==> config.mk <==
export PLATFORM = sky130hd
export DESIGN_NAME = pwp_guard
export DESIGN_NICKNAME = d
export VERILOG_FILES = /design/src/shared/pwp_pkg.sv /design/src/logic/pwp_guard.sv
export VERILOG_INCLUDE_DIRS = /design/src /design/src/shared
export SDC_FILE = /design/constraint.sdc
export NUM_CORES = 1
export LEC_CHECK = 0
export BUFFER_PORTS_ARGS = -buffer_cell sky130_fd_sc_hd__buf_2
export CELL_PAD_IN_SITES_DETAIL_PLACEMENT = 1
export CELL_PAD_IN_SITES_GLOBAL_PLACEMENT = 1
export CORE_UTILIZATION = 32
export DETAILED_ROUTE_END_ITERATION = 8
export GPL_TIMING_DRIVEN = 0
export MAX_ROUTING_LAYER = met4
export PLACE_DENSITY_LB_ADDON = 0.1
export SLEW_MARGIN = 20
export SYNTH_ARGS = -nofsm -noshare
export SYNTH_HDL_FRONTEND = slang
export SYNTH_SLANG_ARGS = --single-unit
==> constraint.sdc <==
create_clock -name mclk -period 2.3 [get_ports mclk]
set_input_delay 0.46 -clock mclk [delete_from_list [all_inputs] [get_ports mclk]]
set_output_delay 0.46 -clock mclk [all_outputs]
set_load 0.05 [all_outputs]
==> src/shared/pwp_guard_map.svh <==
// Register offsets, reset values and bit positions of the peripheral write guard.
// Assumes byte addressing on the register port, one 32-bit word per register.
`ifndef PWP_GUARD_MAP_SVH
`define PWP_GUARD_MAP_SVH

// Register byte offsets
`define PWP_OFS_CLR 8'h00
`define PWP_OFS_SET 8'h04
`define PWP_OFS_STAT 8'h08
`define PWP_OFS_MASK 8'h0C

// Reset values
`define PWP_PROT_RST 32'h0000_0000
`define PWP_STAT_RST 3'h0
`define PWP_MASK_RST 3'h0

// Guard bits with a peripheral behind them on the third bridge (bits 1 to 19)
`define PWP_BRIDGE2_MASK 32'h000F_FFFE

// Status and mask bit positions
`define PWP_EV_BLOCKED 0
`define PWP_EV_DBL_SET 1
`define PWP_EV_DBL_CLR 2
`define PWP_EV_COUNT 3

`endif

==> src/shared/pwp_pkg.sv <==
// Types shared by the peripheral write guard and its surroundings.
// Assumes the map header is compiled alongside.
package pwp_pkg;
   // One register word
   typedef logic [31:0] pwp_word_t;
   // Byte address on the register port
   typedef logic [7:0] pwp_addr_t;
   // Index of a guarded peripheral on the bridge
   typedef logic [4:0] pwp_index_t;
   // Bridge instance served by one guard
   typedef enum logic [1:0] {
      PWP_BRIDGE0 = 2'b00,
      PWP_BRIDGE1 = 2'b01,
      PWP_BRIDGE2 = 2'b10
   } pwp_bridge_t;
endpackage

==> src/logic/pwp_guard.sv <==
// Peripheral write guard for one peripheral bus bridge: protection bits, write blocking,
// redundant protect/unprotect detection, event status with interrupt.
// Assumes one clock mclk from the bridge side; power manager and bridge are on that clock.
`timescale 1ns/100ps
`include "pwp_guard_map.svh"

module pwp_guard #(
   parameter pwp_pkg::pwp_bridge_t INSTANCE = pwp_pkg::PWP_BRIDGE2,
   parameter logic [31:0] PRESENT_MASK = `PWP_BRIDGE2_MASK
) (
   // Clock and reset
   input wire logic mclk,
   input wire logic reset,
   // Power manager clock gate requests
   input wire logic pm_clk_on,
   input wire logic pm_clk_off,
   output logic guard_bus_clock,
   // Register port
   input wire pwp_pkg::pwp_addr_t reg_addr,
   input wire pwp_pkg::pwp_word_t reg_wdata,
   input wire logic reg_wr,
   input wire logic reg_rd,
   input wire logic reg_debug,
   output pwp_pkg::pwp_word_t reg_rdata,
   output logic reg_err,
   // Peripheral write check from the bridge
   input wire logic pw_req,
   input wire pwp_pkg::pwp_index_t pw_index,
   input wire logic pw_debug,
   output logic pw_grant,
   output logic pw_error,
   // Protection state and interrupt
   output pwp_pkg::pwp_word_t protect_vec,
   output logic irq
);
   import pwp_pkg::*;

   ////////////////////////////////////////////////////////////////////////////////
   // Elaboration checks

   generate
      if (INSTANCE == PWP_BRIDGE2 && PRESENT_MASK != `PWP_BRIDGE2_MASK) begin : g_bad_map
         $error("Third bridge guard needs the fixed peripheral map");
      end
      if (PRESENT_MASK[0] !== 1'b0 && INSTANCE == PWP_BRIDGE2) begin : g_bad_bit0
         $error("Bit zero has no peripheral on the third bridge");
      end
   endgenerate

   // Clock of the third bridge starts gated off, the others on
   localparam logic CLK_RESET = (INSTANCE == PWP_BRIDGE2) ? 1'b0 : 1'b1;

   // Address match, used for every register
   function automatic logic addr_is(input pwp_addr_t addr, input pwp_addr_t ofs);
      addr_is = (addr == ofs);
   endfunction

   ////////////////////////////////////////////////////////////////////////////////
   // State

   logic clk_on_ff; // Guard bus clock gate
   logic nxt_clk_on;
   pwp_word_t prot_ff; // Protection bits
   pwp_word_t nxt_prot;
   logic [`PWP_EV_COUNT-1:0] stat_ff; // Sticky event flags
   logic [`PWP_EV_COUNT-1:0] nxt_stat;
   logic [`PWP_EV_COUNT-1:0] mask_ff; // Interrupt mask
   logic [`PWP_EV_COUNT-1:0] nxt_mask;
   pwp_word_t rdata_ff; // Read data, one cycle after the strobe
   pwp_word_t nxt_rdata;
   logic err_ff; // Register write error answer
   logic nxt_err;
   logic grant_ff; // Peripheral write allowed
   logic nxt_grant;
   logic perr_ff; // Peripheral write refused
   logic nxt_perr;
   logic irq_ff; // Interrupt level
   logic nxt_irq;

   ////////////////////////////////////////////////////////////////////////////////
   // Clock gate: the register logic only moves while the gate is on, just as a
   // gated bus clock would freeze it. Sleep states do not enter here at all.

   assign nxt_clk_on = pm_clk_on ? 1'b1 : (pm_clk_off ? 1'b0 : clk_on_ff);

   // Gated strobes
   wire live = clk_on_ff;
   wire wr_g = reg_wr & live;
   wire rd_g = reg_rd & live;

   ////////////////////////////////////////////////////////////////////////////////
   // Register decode

   wire hit_clr = addr_is(reg_addr, `PWP_OFS_CLR);
   wire hit_set = addr_is(reg_addr, `PWP_OFS_SET);
   wire hit_stat = addr_is(reg_addr, `PWP_OFS_STAT);
   wire hit_mask = addr_is(reg_addr, `PWP_OFS_MASK);
   wire hit_any = hit_clr | hit_set | hit_stat | hit_mask;

   // Bits that name an attached peripheral; empty positions are dropped here
   wire pwp_word_t wbits = reg_wdata & PRESENT_MASK;
   wire wr_clr = wr_g & hit_clr;
   wire wr_set = wr_g & hit_set;

   // Redundant requests; the debugger is never faulted for them
   wire dbl_set = wr_set & ~reg_debug & |(wbits & prot_ff);
   wire dbl_clr = wr_clr & ~reg_debug & |(wbits & ~prot_ff);

   ////////////////////////////////////////////////////////////////////////////////
   // Protection bits: a one clears or sets, a zero leaves the bit alone

   assign nxt_prot = wr_set ? (prot_ff | wbits) :
                     wr_clr ? (prot_ff & ~wbits) : prot_ff;

   ////////////////////////////////////////////////////////////////////////////////
   // Peripheral write check. Software that protects from several contexts should
   // read the set address first; the guard itself keeps no owner.

   wire pw_live = pw_req & live;
   wire pw_prot = prot_ff[pw_index] & PRESENT_MASK[pw_index];
   wire pw_block = pw_live & pw_prot & ~pw_debug;

   assign nxt_grant = pw_live & ~pw_block;
   assign nxt_perr = pw_block;

   ////////////////////////////////////////////////////////////////////////////////
   // Register answers

   // Both protection addresses show the same vector
   wire pwp_word_t rd_sel = (hit_clr | hit_set) ? prot_ff :
                            hit_stat ? {29'h0, stat_ff} :
                            hit_mask ? {29'h0, mask_ff} : 32'h0000_0000;

   assign nxt_rdata = rd_g ? rd_sel : 32'h0000_0000;
   // Unmapped writes are refused too, so a stray pointer does not pass silently
   assign nxt_err = dbl_set | dbl_clr | (wr_g & ~hit_any);

   ////////////////////////////////////////////////////////////////////////////////
   // Events and interrupt: a new event beats a write-one-to-clear in the same cycle

   wire [`PWP_EV_COUNT-1:0] ev_set;
   assign ev_set[`PWP_EV_BLOCKED] = pw_block;
   assign ev_set[`PWP_EV_DBL_SET] = dbl_set;
   assign ev_set[`PWP_EV_DBL_CLR] = dbl_clr;

   wire [`PWP_EV_COUNT-1:0] ev_clr = (wr_g & hit_stat) ? reg_wdata[`PWP_EV_COUNT-1:0] : '0;

   assign nxt_stat = ev_set | (stat_ff & ~ev_clr);
   assign nxt_mask = (wr_g & hit_mask) ? reg_wdata[`PWP_EV_COUNT-1:0] : mask_ff;
   assign nxt_irq = |(nxt_stat & mask_ff);

   ////////////////////////////////////////////////////////////////////////////////
   // Flip-flops

   // Gate and protection state
   always_ff @(posedge mclk) begin
      if (reset) begin
         clk_on_ff <= CLK_RESET;
         prot_ff <= `PWP_PROT_RST;
      end else begin
         clk_on_ff <= nxt_clk_on;
         prot_ff <= nxt_prot;
      end
   end

   // Status and mask
   always_ff @(posedge mclk) begin
      if (reset) begin
         stat_ff <= `PWP_STAT_RST;
         mask_ff <= `PWP_MASK_RST;
         irq_ff <= 1'b0;
      end else begin
         stat_ff <= nxt_stat;
         mask_ff <= nxt_mask;
         irq_ff <= nxt_irq;
      end
   end

   // Bus answers
   always_ff @(posedge mclk) begin
      if (reset) begin
         rdata_ff <= 32'h0000_0000;
         err_ff <= 1'b0;
         grant_ff <= 1'b0;
         perr_ff <= 1'b0;
      end else begin
         rdata_ff <= nxt_rdata;
         err_ff <= nxt_err;
         grant_ff <= nxt_grant;
         perr_ff <= nxt_perr;
      end
   end

   // Outputs straight from flip-flops
   assign guard_bus_clock = clk_on_ff;
   assign protect_vec = prot_ff;
   assign reg_rdata = rdata_ff;
   assign reg_err = err_ff;
   assign pw_grant = grant_ff;
   assign pw_error = perr_ff;
   assign irq = irq_ff;

   ////////////////////////////////////////////////////////////////////////////////
   // Checks

   chk_blocked_write: assert property (
      @(posedge mclk) disable iff (reset)
      (pw_req && clk_on_ff && !pw_debug && prot_ff[pw_index] && PRESENT_MASK[pw_index])
      |=> (pw_error && !pw_grant && stat_ff[`PWP_EV_BLOCKED]))
      else $error("Write to protected peripheral was not refused");

   chk_debug_bypass: assert property (
      @(posedge mclk) disable iff (reset)
      (pw_req && clk_on_ff && pw_debug) |=> (pw_grant && !pw_error))
      else $error("Debugger write was not let through");

   chk_set_bits: assert property (
      @(posedge mclk) disable iff (reset)
      (reg_wr && clk_on_ff && reg_addr == `PWP_OFS_SET)
      |=> ((protect_vec & (($past(reg_wdata)) & PRESENT_MASK)) == ($past(reg_wdata) & PRESENT_MASK)))
      else $error("Set write did not set protection");

   chk_clear_bits: assert property (
      @(posedge mclk) disable iff (reset)
      (reg_wr && clk_on_ff && reg_addr == `PWP_OFS_CLR)
      |=> ((protect_vec & $past(reg_wdata)) == 32'h0000_0000))
      else $error("Clear write did not clear protection");

   chk_double_set: assert property (
      @(posedge mclk) disable iff (reset)
      (reg_wr && clk_on_ff && !reg_debug && reg_addr == `PWP_OFS_SET && |(reg_wdata & prot_ff & PRESENT_MASK))
      |=> (reg_err && stat_ff[`PWP_EV_DBL_SET]))
      else $error("Double protect not flagged");

   chk_double_clear: assert property (
      @(posedge mclk) disable iff (reset)
      (reg_wr && clk_on_ff && !reg_debug && reg_addr == `PWP_OFS_CLR
       && |(reg_wdata & ~prot_ff & PRESENT_MASK))
      |=> (reg_err && stat_ff[`PWP_EV_DBL_CLR]))
      else $error("Double unprotect not flagged");

   chk_same_view: assert property (
      @(posedge mclk) disable iff (reset)
      (reg_rd && clk_on_ff && (reg_addr == `PWP_OFS_CLR || reg_addr == `PWP_OFS_SET))
      |=> (reg_rdata == $past(prot_ff)))
      else $error("Protection views disagree");

   chk_zero_write: assert property (
      @(posedge mclk) disable iff (reset)
      (reg_wr && (reg_addr == `PWP_OFS_SET || reg_addr == `PWP_OFS_CLR) && reg_wdata == 32'h0000_0000)
      |=> ($stable(protect_vec) && !reg_err))
      else $error("Zero write changed protection or faulted");

   chk_empty_bits: assert property (
      @(posedge mclk) disable iff (reset)
      (protect_vec & ~PRESENT_MASK) == 32'h0000_0000)
      else $error("Empty guard position holds a one");

   chk_gate_freeze: assert property (
      @(posedge mclk) disable iff (reset)
      (!clk_on_ff && !pm_clk_on) [*2] |-> ($stable(protect_vec) && !pw_grant && !pw_error))
      else $error("Guard moved while its clock was gated");

endmodule // pwp_guard

==> out/qor.txt, run 1 <==
Status: finished with violations
Violated checks: DRC
Worst setup SP type: flop
Global-route wire length before repair: 12,400 um
Rows: 32
Non-Filler Instances: 510
# hold bufs at CTS: 0
Critical Path RT: 2.46 ns
Final wirelength: 7770 um
Placed Cells incl. Taps: 503
Root Buffer: clkbuf_8
Power Total: 1.63 mW
Area growth from synthesis to layout: 28.4%
Placer Congestion: 0.799
Yosys warning total: 0
CP cell instances: nand4_1, nor3_4, clkbuf_1, nand2_1, nand2_1, a21oi_1
Final Setup Violations: 0
Max-slew headroom: 42.2%
Worst reg2reg path depth: 6
Post-cts resize count: 0
GRT Resource Usage Total: 19.7%
Pwr dens: 503 nW/um^2
Worst path max stage delay: 0.47 ns
Max FO, Critical Path: 10
Layout cell share with drive strength beyond 1: 32.4%
Die height: 90.9 um
Peak supply drop: 0.178 mV
Synth Area in Compound Gates: 15.7%
Post-Synth Adder-Cell Area: 0%
Hold Path Origin: pm_clk_on
Synthesized instance count: 296
Antenna viol nets, final: 0
Final instance area: 3240 sq um
Worst Path Arrival: 2.23 ns
Critical path's slowest cell: dfxtp_1
Fmax: 0.482 GHz
Final period utilization: 90.1%
Post-synth EDFFs: 0
CTS tree: yes
# fillers: 1,001
Post-synth ARST share: 0%
Leakage: 1.48 nW
Nets: 462
Core footprint: 7690 sq um
Worst path bufs/invs: 1
DR WL/cell: 15.2 um
Clock Power Share: 30.2%
Period minus WS final: 2.07 ns
NetSw: 472 uW
Post-synthesis xor/xnor area fraction: 0%
Distinct cells, synth: 49
Worst r2r src: guard_bus_clock
Number of global-route vias before repair: 2,328
R2R Setup Slk: 0.23 ns
Flop pwr share: 53.4%
Mapped Area: 2530 sq um
CP delay by family, top: simple AND/OR/NAND/NOR gates
Pint: 1.16 mW
Flops & latches, synth: 50
Max-cap violations: 0
Simple-gate share of the synthesized area: 25.8%
Clk buf depth: 2
Skew final: 0.0120 ns
Drt first pass iters: 6
Worst min path class: input pin to flop
H-tree depth: 2
Drt via density: 4.82
Worst slew pin tran: 0.860 ns
# diodes: 0
Post-layout util: 42.2%
Setup TNS: 0 ns
Logic pwr share: 16.4%
Post-synthesis mux area share: 6.54%
Final Max Tran Viols: 0
CTS Buf Count: 5
Hold path depth: 3
Hold EP: guard_bus_clock
Final HPWL DP: 6060 um
Endpoint type of the worst setup path: flop
Initial core utilization: 32.9%
GRT overflow: 0
Largest net degree at the start of global routing: 15
Switch share: 28.9%
Vias: 2,460
Final Hold Fails: 0
Clk_lat worst skew: 0.30 ns
RSZ-0062 raised after global routing: no
Syn_area_per_cell: 8.53 sq um
Port Buffers: 81
Buffer count from post-CTS setup fixing: 0
Largest family of logic cells by synthesized area: simple AND/OR/NAND/NOR gates
Die W: 90.9 um
Antenna violations before repair: 0
Most common cell on crit path: nand2_1
Initial DRC count: 102
Num ports: 123
Die area: 8250 sq um
Clk sinks: 50
Placed cell area: 3150 sq um
Reg clk slew, reported paths: 0.09 ns
DR DRC count: 1
Seq/Total Area, Yosys: 39.6%
Crit path kind: flop to flop
Prevailing post-synth register cell: dfxtp_1
## kinds of logic (layout without fill, tap and decap cells)
| group | Yosys count | in the layout |
|---|---|---|
| DFF | 50 | 50 |
| AOI/OAI and AO/OA | 55 | 55 |
| buffers and inverters | 54 | 142 |
| and+or+nand+nor | 122 | 122 |
| muxes | 14 | 14 |
| other | 1 | 25 |
## worst register-to-register path, cell delays in order (launching register included)
cell,delay [ns]
dfxtp_1,0.47
nand4_1,0.28
nor3_4,0.46
clkbuf_1,0.46
nand2_1,0.12
nand2_1,0.08
a21oi_1,0.05
## metrics by stage
| stage | hold slack (ns) | setup slack, ns |
|---|---|---|
| after floorplan | 0.450 | 0.304 |
| after global placement | 0.497 | -0.126 |
| after detailed placement | 0.521 | -0.154 |
| after CTS | 0.368 | 0.0796 |
| after global routing | 0.379 | 0.0498 |
| final | 0.369 | 0.227 |
## power by group through the flow
| stage | logic, mW | clock network, mW | registers (mW) |
|---|---|---|---|
| after global routing | 0.284 | 0.556 | 0.872 |
| after CTS | 0.265 | 0.517 | 0.871 |
| after global placement | 0.263 | 0 | 0.891 |
| after floorplan | 0.182 | 0 | 0.899 |
| final | 0.268 | 0.493 | 0.871 |
| after detailed placement | 0.265 | 0 | 0.891 |
## worst max path at each step
| stage | startpoint | endpoint | cells after the start |
|---|---|---|---|
| floorplan | guard_bus_clock | flop | 6 |
| global placement | reg_addr[1] | reg_rdata[2] | 7 |
| detailed placement | reg_addr[1] | reg_rdata[1] | 7 |
| CTS | guard_bus_clock | flop | 6 |
| global route | guard_bus_clock | flop | 6 |
| finish | guard_bus_clock | flop | 6 |
## layout make-up
cell class	count	area, sq um	share of cell area [%]
Buffer	37	245	7.56
Clock buffer	6	72.6	2.24
Clock inverter	1	7.51	0.231
Inverter	17	63.8	1.97
Multi-Input combinational cell	216	1320	40.7
Sequential cell	50	1000	30.9
Tap cell	102	128	3.93
Timing Repair Buffer	81	405	12.5
## cell usage in the layout (no fill, tap or decap), types with 3 or more instances in the layout
master / netlist / routed
clkbuf_1: 9 / 10
clkbuf_8: 0 / 5
mux2i_1: 9 / 9
buf_4: 26 / 26
nand2b_1: 11 / 11
conb_1: 1 / 25
mux2_2: 3 / 3
buf_2: 1 / 82
inv_1: 17 / 17
nor2_1: 11 / 11
nor3_1: 3 / 3
a22oi_1: 4 / 4
dfxtp_1: 50 / 50
nand2_1: 42 / 42
and2_1: 17 / 17
nand3_1: 22 / 22
o22ai_1: 4 / 4
o21ai_0: 3 / 3
a21oi_1: 24 / 24
## metal layers
| layer | routed length [um] | GRT usage (%) | share of wire, % |
|---|---|---|---|
| met5 | 0 | - | 0 |
| met4 | 55 | 4.37 | 0.71 |
| met3 | 434 | 3.62 | 5.6 |
| met2 | 3750 | 32.7 | 48 |
| met1 | 3520 | 24.9 | 45 |
## synth_stat cells, types with 2 or more instances
cell / count / area, sq um
a21oi_1: 24 / 120
a221oi_1: 2 / 17.5
a222oi_1: 2 / 20.0
a22o_1: 2 / 17.5
a22oi_1: 4 / 30.0
a31oi_1: 2 / 12.5
and2_1: 17 / 106
and3_1: 2 / 12.5
buf_4: 26 / 195
clkbuf_1: 9 / 33.8
dfxtp_1: 50 / 1000
inv_1: 17 / 63.8
mux2_2: 3 / 33.8
mux2i_1: 9 / 90.1
nand2_1: 42 / 158
nand2b_1: 11 / 68.8
nand3_1: 22 / 110
nor2_1: 11 / 41.3
nor3_1: 3 / 15.0
nor3b_1: 2 / 15.0
nor4_1: 2 / 12.5
o2111ai_1: 2 / 17.5
o21ai_0: 3 / 15.0
o22ai_1: 4 / 25.0
No activity file was read; power rests on OpenSTA's default activity.
==> run 2, diff against run 1 <==
--- a/config.mk
+++ b/config.mk
@@ -7,6 +7,7 @@
 export NUM_CORES = 1
 export LEC_CHECK = 0
 export BUFFER_PORTS_ARGS = -buffer_cell sky130_fd_sc_hd__buf_2
+export CAP_MARGIN = 10
 export CELL_PAD_IN_SITES_DETAIL_PLACEMENT = 1
 export CELL_PAD_IN_SITES_GLOBAL_PLACEMENT = 1
 export CORE_UTILIZATION = 32
@@ -14,6 +15,7 @@
 export GPL_TIMING_DRIVEN = 0
 export MAX_ROUTING_LAYER = met4
 export PLACE_DENSITY_LB_ADDON = 0.1
+export RECOVER_POWER = 100
 export SLEW_MARGIN = 20
 export SYNTH_ARGS = -nofsm -noshare
 export SYNTH_HDL_FRONTEND = slang
==> out/qor.txt, run 2 (synthesis gave the netlist of run 1 again) <==
Final instance area: 3160 sq um (was 3240 sq um)
Worst path bufs/invs: 0 (was 1)
GRT Resource Usage Total: 19.7% (unchanged)
Number of global-route vias before repair: 2,328 (unchanged)
Largest net degree at the start of global routing: 15 (unchanged)
Sequential Area: 1000 sq um (unchanged)
Critical Path RT: 2.50 ns (was 2.46 ns)
Initial core utilization: 32.9% (unchanged)
Crit path kind: flop to flop (unchanged)
# fillers: 1,007 (was 1,001)
GRT overflow: 0 (unchanged)
# diodes: 0 (unchanged)
Placer Congestion: 0.799 (unchanged)
Clock Power Share: 30.4% (was 30.2%)
Reg clk slew, reported paths: 0.09 ns (about the same)
Global-route wire length before repair: 12,400 um (unchanged)
Drt first pass iters: 6 (unchanged)
Most common cell after layout, fill and taps aside: clkbuf_1 (was buf_2)
Final HPWL DP: 6060 um (unchanged)
Nets: 462 (unchanged)
Violated checks: DRC (unchanged)
Antenna violations before repair: 0 (unchanged)
Max FO, Critical Path: 6 (was 10)
Drt via density: 4.82 (unchanged)
Core footprint: 7690 sq um (unchanged)
Placed cell area: 3150 sq um (unchanged)
Final Hold Fails: 0 (unchanged)
Final period utilization: 93.5% (was 90.1%)
Clk buf depth: 2 (unchanged)
CTS Buf Count: 5 (unchanged)
RSZ-0062 raised after global routing: no (unchanged)
Most frequent cells in the layout: 55 x clkbuf_1, 50 x dfxtp_1, 42 x nand2_1, 37 x buf_2, 26 x buf_4 (was 82 x buf_2, 50 x dfxtp_1, 42 x nand2_1, 26 x buf_4, 25 x conb_1)
Clk_lat worst skew: 0.30 ns (about the same)
Clk sinks: 50 (unchanged)
Antenna viol nets, final: 0 (unchanged)
Port Buffers: 81 (unchanged)
Max-slew headroom: 42.4% (was 42.2%)
Vias: 2,460 (unchanged)
Worst min path class: input pin to flop (unchanged)
NetSw: 470 uW (was 472 uW)
Multi-input combinational cell area: 1290 sq um (was 1320 sq um)
Period minus WS final: 2.15 ns (was 2.07 ns)
Final Setup Violations: 0 (unchanged)
Leakage: 1.27 nW (was 1.48 nW)
Max-cap violations: 0 (unchanged)
Skew final: 0.0102 ns (was 0.0120 ns)
Area growth from synthesis to layout: 25.0% (was 28.4%)
Layout cell share with drive strength beyond 1: 20.6% (was 32.4%)
# hold bufs at CTS: 0 (unchanged)
Critical path's slowest cell: o2111ai_1 (was dfxtp_1)
Flop pwr share: 53.5% (was 53.4%)
Die W: 90.9 um (unchanged)
Fmax: 0.465 GHz (was 0.482 GHz)
Worst slew pin tran: 0.855 ns (was 0.860 ns)
H-tree depth: 2 (unchanged)
Initial DRC count: 100 (was 102)
Setup TNS: 0 ns (unchanged)
Rows: 32 (unchanged)
CP delay by family, top: compound AO/OA/AOI/OAI gates (was simple AND/OR/NAND/NOR gates)
Peak supply drop: 0.176 mV (was 0.178 mV)
Endpoint type of the worst setup path: flop (unchanged)
Die height: 90.9 um (unchanged)
Switch share: 28.9% (about the same)
Worst setup SP type: flop (unchanged)
Status: finished with violations (unchanged)
Pint: 1.16 mW (about the same)
Logic pwr share: 16.1% (was 16.4%)
Root Buffer: clkbuf_8 (unchanged)
Worst path max stage delay: 0.52 ns (was 0.47 ns)
Num ports: 123 (unchanged)
CP cell instances: mux2_4, a2111oi_2, a311oi_1, o2111ai_1, a21oi_2, a221o_1 (was nand4_1, nor3_4, clkbuf_1, nand2_1, nand2_1, a21oi_1)
CTS tree: yes (unchanged)
DR DRC count: 1 (unchanged)
DR WL/cell: 15.3 um (was 15.2 um)
Die area: 8250 sq um (unchanged)
Final wirelength: 7820 um (was 7770 um)
PnR worst setup slack: 0.149 ns (was 0.227 ns)
Pwr dens: 515 nW/um^2 (was 503 nW/um^2)
Dpl ws: -0.154 ns (unchanged)
Final Max Tran Viols: 0 (unchanged)
Worst Path Arrival: 2.35 ns (was 2.23 ns)
==> run 2: changes by cell type in the layout (fill, tap and decap cells not counted), moves of 8 or more <==
cell      delta
clkbuf_1    +45
buf_2       -45
and2_1       -8
and2_0       +8
==> run 2: layout make-up <==
cell class / count / area share [%]
multi-input cells: 216 / 40.9
plain buffers: 37 / 7.77
well taps: 102 / 4.04
inverters: 17 / 2.02
flip-flops and latches: 50 / 31.7
clock buffers: 6 / 2.30
clock inverters: 1 / 0.238
repair buffers: 81 / 11.1
==> run 2: layer usage <==
metal | vias up | global-route usage [%] | wire length [um]
met4 | 0 | 4.37 | 65
li1 | 1194 | - | -
met2 | 85 | 32.7 | 3760
met3 | 6 | 3.62 | 537
met5 | - | - | 0
met1 | 1175 | 24.9 | 3460
==> run 2: worst paths after layout <==
kind	start	to	slack [ns]	cells after the start
setup / recovery	flop	irq	0.15	6
hold / removal	pm_clk_on	guard_bus_clock	0.37	3
setup reg to reg	flop	irq	0.15	6
hold reg to reg	stat_ff[0]	reg_rdata[0]	0.53	2
==> run 2: stage by stage <==
stage | instances | utilization (%) | total power [mW] | hold WS, ns
2_1_floorplan | 320 | - | 1.08 | 0.450
3_3_place_gp | 503 | 41.0 | 1.15 | 0.497
3_5_place_dp | 503 | 41.0 | 1.16 | 0.521
4_1_cts | 510 | 42.0 | 1.65 | 0.368
5_1_grt | 510 | 41.1 | 1.71 | 0.379
6_report | 510 | 41.1 | 1.63 | 0.367
==> run 2: worst register-to-register path, cell delays in order, from the launching register on <==
cell and delay (ns):
dfxtp_1 0.40, mux2_4 0.30, a2111oi_2 0.36, a311oi_1 0.08, o2111ai_1 0.52, a21oi_2 0.10, a221o_1 0.29
==> run 2: power by group through the flow <==
stage                     registers [mW]  clock network [mW]  logic, mW
after global routing               0.872               0.556      0.279
after global placement             0.891                   0      0.263
after floorplan                    0.899                   0      0.182
after detailed placement           0.891                   0      0.265
final                              0.871               0.494      0.263
after CTS                          0.871               0.517      0.265
==> run 2: repair_timing <==
item / CTS / global route
setup buffers: 0 / 0
gates resized for setup: 0 / 2
endpoints found under the setup margin: 0 / 12
